**src/rtl/hpcfg_pkg.sv**
```systemverilog
// Constants and carrier types for the hub power and language configuration slice.
// Assumes a byte-wide register port driven by the configuration loader (EEPROM or SMBus).
package hpcfg_pkg;
    localparam logic [7:0] HPCFG_OFS_SP_HUB   = 8'h0C;
    localparam logic [7:0] HPCFG_OFS_BP_HUB   = 8'h0D;
    localparam logic [7:0] HPCFG_OFS_SP_CTL   = 8'h0E;
    localparam logic [7:0] HPCFG_OFS_BP_CTL   = 8'h0F;
    localparam logic [7:0] HPCFG_OFS_SETTLE   = 8'h10;
    localparam logic [7:0] HPCFG_OFS_LANG_UP  = 8'h11;
    localparam logic [7:0] HPCFG_OFS_LANG_LO  = 8'h12;
    localparam logic [7:0] HPCFG_OFS_MFR_LEN  = 8'h13;
    localparam logic [7:0] HPCFG_RST_ZERO     = 8'h00;
    localparam logic [7:0] HPCFG_RST_BP       = 8'h32;
    localparam logic [7:0] HPCFG_UNMAPPED_RD  = 8'h00;
    localparam int         HPCFG_UNIT_MA      = 2;
    localparam int         HPCFG_UNIT_MS      = 2;
    localparam int         HPCFG_CLK_MHZ      = 40;
    localparam int         HPCFG_UNIT_CYC     = HPCFG_UNIT_MS * 1000 * HPCFG_CLK_MHZ;
    localparam logic [7:0] HPCFG_SP_LIMIT     = 8'h32;
    localparam logic [7:0] HPCFG_STR_LIMIT    = 8'h1F;

    typedef struct packed {
        logic       wr;
        logic       rd;
        logic [7:0] addr;
        logic [7:0] wdata;
    } hpcfg_req_s;

    typedef struct packed {
        logic [7:0]  hub_ma2;
        logic [7:0]  ctl_ma2;
        logic [7:0]  settle_ms2;
        logic [15:0] lang_id;
        logic [7:0]  mfr_len;
    } hpcfg_desc_s;
endpackage

```
**src/rtl/hpcfg_bank.sv**
```systemverilog
// Register slice holding hub current budgets, port settle time, language id, string length.
// Assumes a synchronous byte register port; descriptor logic samples desc_out.
`timescale 1ns/1ps
module hpcfg_bank
    import hpcfg_pkg::*;
#(
    // Settle unit length in clock cycles; a short unit keeps simulation quick.
    parameter int UNIT_CYC = HPCFG_UNIT_CYC
)
(
    // Clock, reset and enable.
    input  wire logic        clock_in,
    input  wire logic        rst_in,
    input  wire logic        clk_en_in,
    // Register port.
    input  wire hpcfg_req_s  req_in,
    output logic [7:0]       rdata_out,
    output logic             rvalid_out,
    // Power mode, high when self-powered.
    input  wire logic        self_powered_in,
    // Descriptor values for the upstream host.
    output hpcfg_desc_s      desc_out,
    // Port power-on settle timer.
    input  wire logic        port_pwr_start_in,
    output logic             port_pwr_stable_out
);
    logic [7:0]  regs_q [8];
    logic [2:0]  idx;
    logic        hit;
    logic [7:0]  settle_left_q;
    logic [31:0] unit_cnt_q;
    logic        settle_busy_q;

    assign hit = (req_in.addr >= HPCFG_OFS_SP_HUB) && (req_in.addr <= HPCFG_OFS_MFR_LEN);
    assign idx = 3'(req_in.addr - HPCFG_OFS_SP_HUB);

    // storage, plain 2 mA and 2 ms counts.
    genvar g;
    generate
        for (g = 0; g < 8; g++) begin : g_reg
            localparam logic [7:0] RST = ((g == 1) || (g == 3)) ? HPCFG_RST_BP : HPCFG_RST_ZERO;
            always_ff @(posedge clock_in or posedge rst_in) begin
                if (rst_in) begin
                    regs_q[g] <= RST;
                end else if (clk_en_in && req_in.wr && hit && (idx == 3'(g))) begin
                    regs_q[g] <= req_in.wdata;
                end
            end
        end
    endgenerate

    // Reads answer one cycle later; unmapped offsets read zero.
    always_ff @(posedge clock_in or posedge rst_in) begin
        if (rst_in) begin
            rdata_out  <= HPCFG_RST_ZERO;
            rvalid_out <= 1'b0;
        end else if (clk_en_in) begin
            rvalid_out <= req_in.rd;
            rdata_out  <= (req_in.rd && hit) ? regs_q[idx] : HPCFG_UNMAPPED_RD;
        end
    end

    always_ff @(posedge clock_in or posedge rst_in) begin
        if (rst_in) begin
            desc_out <= '0;
        end else if (clk_en_in) begin
            desc_out.hub_ma2    <= self_powered_in ? regs_q[0] : regs_q[1];
            desc_out.ctl_ma2    <= self_powered_in ? regs_q[2] : regs_q[3];
            desc_out.settle_ms2 <= regs_q[4];
            desc_out.lang_id    <= {regs_q[5], regs_q[6]};
            desc_out.mfr_len    <= regs_q[7];
        end
    end

    // settle timer in 2 ms units.
    // A zero setting reports stable two cycles after the start pulse, one edge after the load.
    always_ff @(posedge clock_in or posedge rst_in) begin
        if (rst_in) begin
            settle_left_q       <= HPCFG_RST_ZERO;
            unit_cnt_q          <= '0;
            settle_busy_q       <= 1'b0;
            port_pwr_stable_out <= 1'b0;
        end else if (clk_en_in) begin
            if (port_pwr_start_in) begin
                settle_left_q       <= regs_q[4];
                unit_cnt_q          <= '0;
                settle_busy_q       <= 1'b1;
                port_pwr_stable_out <= 1'b0;
            end else if (settle_busy_q) begin
                if (settle_left_q == 8'h00) begin
                    settle_busy_q       <= 1'b0;
                    port_pwr_stable_out <= 1'b1;
                end else if (unit_cnt_q == 32'(UNIT_CYC - 1)) begin
                    unit_cnt_q    <= '0;
                    settle_left_q <= settle_left_q - 8'h01;
                end else begin
                    unit_cnt_q <= unit_cnt_q + 32'h1;
                end
            end
        end
    end

    // string span in bytes.
    // Each character is one 16-bit UTF-16LE code unit, low byte at the lower address,
    // so the string area spans twice the character count in bytes.
    logic [8:0] mfr_span_q;
    always_ff @(posedge clock_in or posedge rst_in) begin
        if (rst_in) begin
            mfr_span_q <= 9'h000;
        end else if (clk_en_in) begin
            mfr_span_q <= {regs_q[7], 1'b0};
        end
    end
endmodule

```
**config.mk**
```make
export PLATFORM = sky130hd
export DESIGN_NAME = hpcfg_bank
export DESIGN_NICKNAME = d
export VERILOG_FILES = /design/src/rtl/hpcfg_pkg.sv /design/src/rtl/hpcfg_bank.sv
export SDC_FILE = /design/constraint.sdc
export NUM_CORES = 1
export LEC_CHECK = 0
export BUFFER_PORTS_ARGS = -buffer_cell sky130_fd_sc_hd__buf_2
export CORE_MARGIN = 3
export CORE_UTILIZATION = 55
export CTS_BUF_LIST = sky130_fd_sc_hd__clkbuf_4
export DETAILED_ROUTE_END_ITERATION = 7
export MAX_ROUTING_LAYER = met4
export PLACE_DENSITY = 0.75
export SLEW_MARGIN = 0
export SYNTH_ARGS = -nofsm -noshare
export SYNTH_HDL_FRONTEND = slang
export SYNTH_SLANG_ARGS = --single-unit
```
**constraint.sdc**
```tcl
create_clock -name clock_in -period 6.6 [get_ports clock_in]
set_input_delay 1.32 -clock clock_in [delete_from_list [all_inputs] [get_ports clock_in]]
set_output_delay 1.32 -clock clock_in [all_outputs]
set_load 0.01 [all_outputs]
```
==> run_results.csv <==
group,metric,value,unit
outcome,status,"complete, no violations",
worst_hold_path,hold_path.class,"reg2reg",
die,pin_count,81,
logic_synthesis,synth_fp_nets,628,
timing,setup_viol,0,
cts,ctsHoldBuffers,0,
cells_and_area,diodes,0,
placement,gp_congestion,0.8786,
die,fp.dieW,123.5,um
cts,root_buffer,"clkbuf_4",
cells_and_area,area_growth,10.57,%
logic_synthesis,synth_seq_cells,163,
critical_path,required,7.04,ns
placement,port_buffers,80,
cells_and_area,mostFrequentLayoutCell,"dfrtp_1",
logic_synthesis,yosysWarnings,0,
timing,rsz0062_at_grt,"no",
cts,cts_resized,0,
logic_synthesis,synth_edf_count,0,
timing,hold_violations,0,
global_route,grt_overflow,0,
cts,htree_levels,4,
die,start_util,56.70,%
timing,maxSlewHeadroom,25.64,%
drt,drc_errors,0,
power_and_ir_drop,power_leakage,4.083,nW
global_route,grt_pass1_vias,5258,
die,dieArea,0.01526,sq mm
cts,cts.clk_slew.worst_paths,0.13,ns
cells_and_area,fin_nets,703,
logic_synthesis,synth-main-ff-cell,"dfrtp_1",
drt,routedWlPerCell,18.98,um
timing,period_minus_slack,3.209,ns
timing,max_freq,311.7,MHz
timing,fin_setup_tns,0,ns
timing,timing_worst_slew_pin_value,1.115,ns
global_route,antenna_found_initial,0,
logic_synthesis,synthCells,602,
drt,ant_nets,0,
cts,cts_inserted_buffers,17,
power_and_ir_drop,max-vdd-ir-drop,172.1,uV
critical_path,arrival,3.65,ns
cells_and_area,final_area,0.008402,sq mm
critical_path,end_kind,"flip-flop",
logic_synthesis,ys_seq_area_share,53.78,%
cells_and_area,final_layout_size_suffix_gt1_share,35.80,%
cells_and_area,layout_common_cells,"dfrtp_1 (157), mux2_2 (89), buf_2 (80)",
drt,num_vias,5235,
power_and_ir_drop,power_density,213.9,mW/mm^2
drt,finalWirelength,16.43,mm
cts,postCtsSetupBuffers,0,
timing,skew,0.01977,ns
cts,cts_tree,"done",
drt,viasPerCell,6.045,
cts,clkSinkCount,163,
global_route,track_usage,23.85,%
die,die_h,123.5,um
placement,hpwl,11.44,mm
critical_path,start_kind,"input pin",
drt,firstDrtPassIters,6,
global_route,grt_start_max_net_pins,104,
critical_path,worstSetupPathType,"in2reg",
die,rows,42,
logic_synthesis,yosysUniqueCellTypes,55,
timing,fin_crit_sh,48.61,%
drt,drt-initial-drc-count,405,
timing,drv_slew,0,
cts,clkLatencyLatePin,0.56,ns
timing,finalHoldWorstSlack,0.5171,ns
critical_path,cp_max_fo,12,
logic_synthesis,netlist_area,0.007599,sq mm
global_route,grt_pass1_wl,26.97,mm
logic_synthesis,async_reset_ff_share,100.0,%
placement,postPlaceCellArea,0.008134,sq mm
die,core,0.01340,sq mm
run,drv_cap,0,
cts,cts_buffer_depth,2,
logic_synthesis,avgSynthCellArea,12.62,sq um
worst max-delay path, stage by stage:
cell	delay (ns)
buf_2	0.21
or3b_4	0.45
a2111oi_4	0.48
nand4_4	0.20
or3_1	0.61
mux2_4	0.39
registers in the layout (all words and copies together), names as in the netlist:
name and count:
desc_out 48, port_pwr_stable_out 1, rdata_out 8, regs_q 64
rvalid_out 1, settle_busy_q 1, settle_left_q 8, unit_cnt_q 32
logic make-up (layout without fill, tap and decap cells):
group / after synthesis / after routing / share of synthesized area, %
simple gates: 177 / 177 / 12.99
flops: 163 / 163 / 53.78
mux: 139 / 139 / 22.95
compound gates: 65 / 65 / 5.599
buf+inv: 35 / 123 / 1.877
xor+xnor: 20 / 20 / 2.305
fa+ha+maj: 3 / 3 / 0.4940
power by group:
group	switching (mW)	internal, mW
Sequential	0.0288	1.03
Clock	0.365	0.201
Combinational	0.101	0.0682
area by class of cell:
type / instances / area, sq um
Fill cell: 1069 / 4999
Sequential cell: 163 / 4086
Multi-Input combinational cell: 404 / 3369
Timing Repair Buffer: 83 / 422.9
Tap cell: 176 / 220.2
Clock buffer: 19 / 142.6
Clock inverter: 13 / 125.1
Inverter: 8 / 35.03
synth_stat cells, drive strengths merged (2+ instances only):
cell	n	share of area, %
o2bb2ai	8	0.92
or2	2	0.16
nor3b	2	0.49
dfrtp	157	52
o31ai	3	0.30
nand3b	4	0.49
mux2i	25	3.3
nor2	56	2.8
a21oi	28	1.8
o22a	2	0.23
mux2	98	15
and2	3	0.25
clkbuf	16	0.79
or4	5	0.49
nor2b	2	0.16
mux4	16	4.7
nor3	10	0.66
buf	11	0.69
nor4	12	1.1
or3	10	0.82
nand3	20	1.4
nand2	18	0.89
and4	2	0.23
xnor2	4	0.46
a31oi	4	0.33
nor4b	5	0.58
inv	7	0.35
xor2	16	1.8
and3	5	0.41
ha	3	0.49
nand4	17	1.6
a211oi	4	0.40
dfstp	6	2.1
o21ai	9	0.59
routing by layer:
| layer | up-vias | part of all wire, % | GRT usage, % |
|---|---|---|---|
| met5 | - | 0 | - |
| met3 | 22 | 4.1 | 4.849 |
| met2 | 132 | 51 | 39.21 |
| li1 | 2383 | - | - |
| met4 | 0 | 1.8 | 7.266 |
| met1 | 2698 | 43 | 30.10 |
metrics by stage:
step	std cells	worst slack, ns	power [mW]	util [%]
after floorplan	602	0.8850	1.191	-
after global placement	834	2.921	1.244	60.70
after detailed placement	834	2.820	1.252	60.70
after CTS	866	3.448	1.813	62.70
after global routing	866	3.314	1.877	62.70
final	866	3.391	1.797	62.70
worst paths after layout:
| kind | startpoint | to | slack, ns | depth (start not counted) |
|---|---|---|---|---|
| setup / recovery | req_in[10] | regs_q[57] | 3.39 | 6 |
| hold / removal | desc_out[3] | desc_out[3] | 0.52 | 1 |
| setup reg to reg | unit_cnt_q[0] | unit_cnt_q[17] | 3.55 | 6 |
| hold reg to reg | desc_out[3] | desc_out[3] | 0.52 | 1 |
| max in group asynchronous | rst_in | regs_q[8] | 4.32 | 3 |
| min in group asynchronous | rst_in | regs_q[19] | 0.93 | 2 |
No activity file was read; power rests on OpenSTA's default activity.
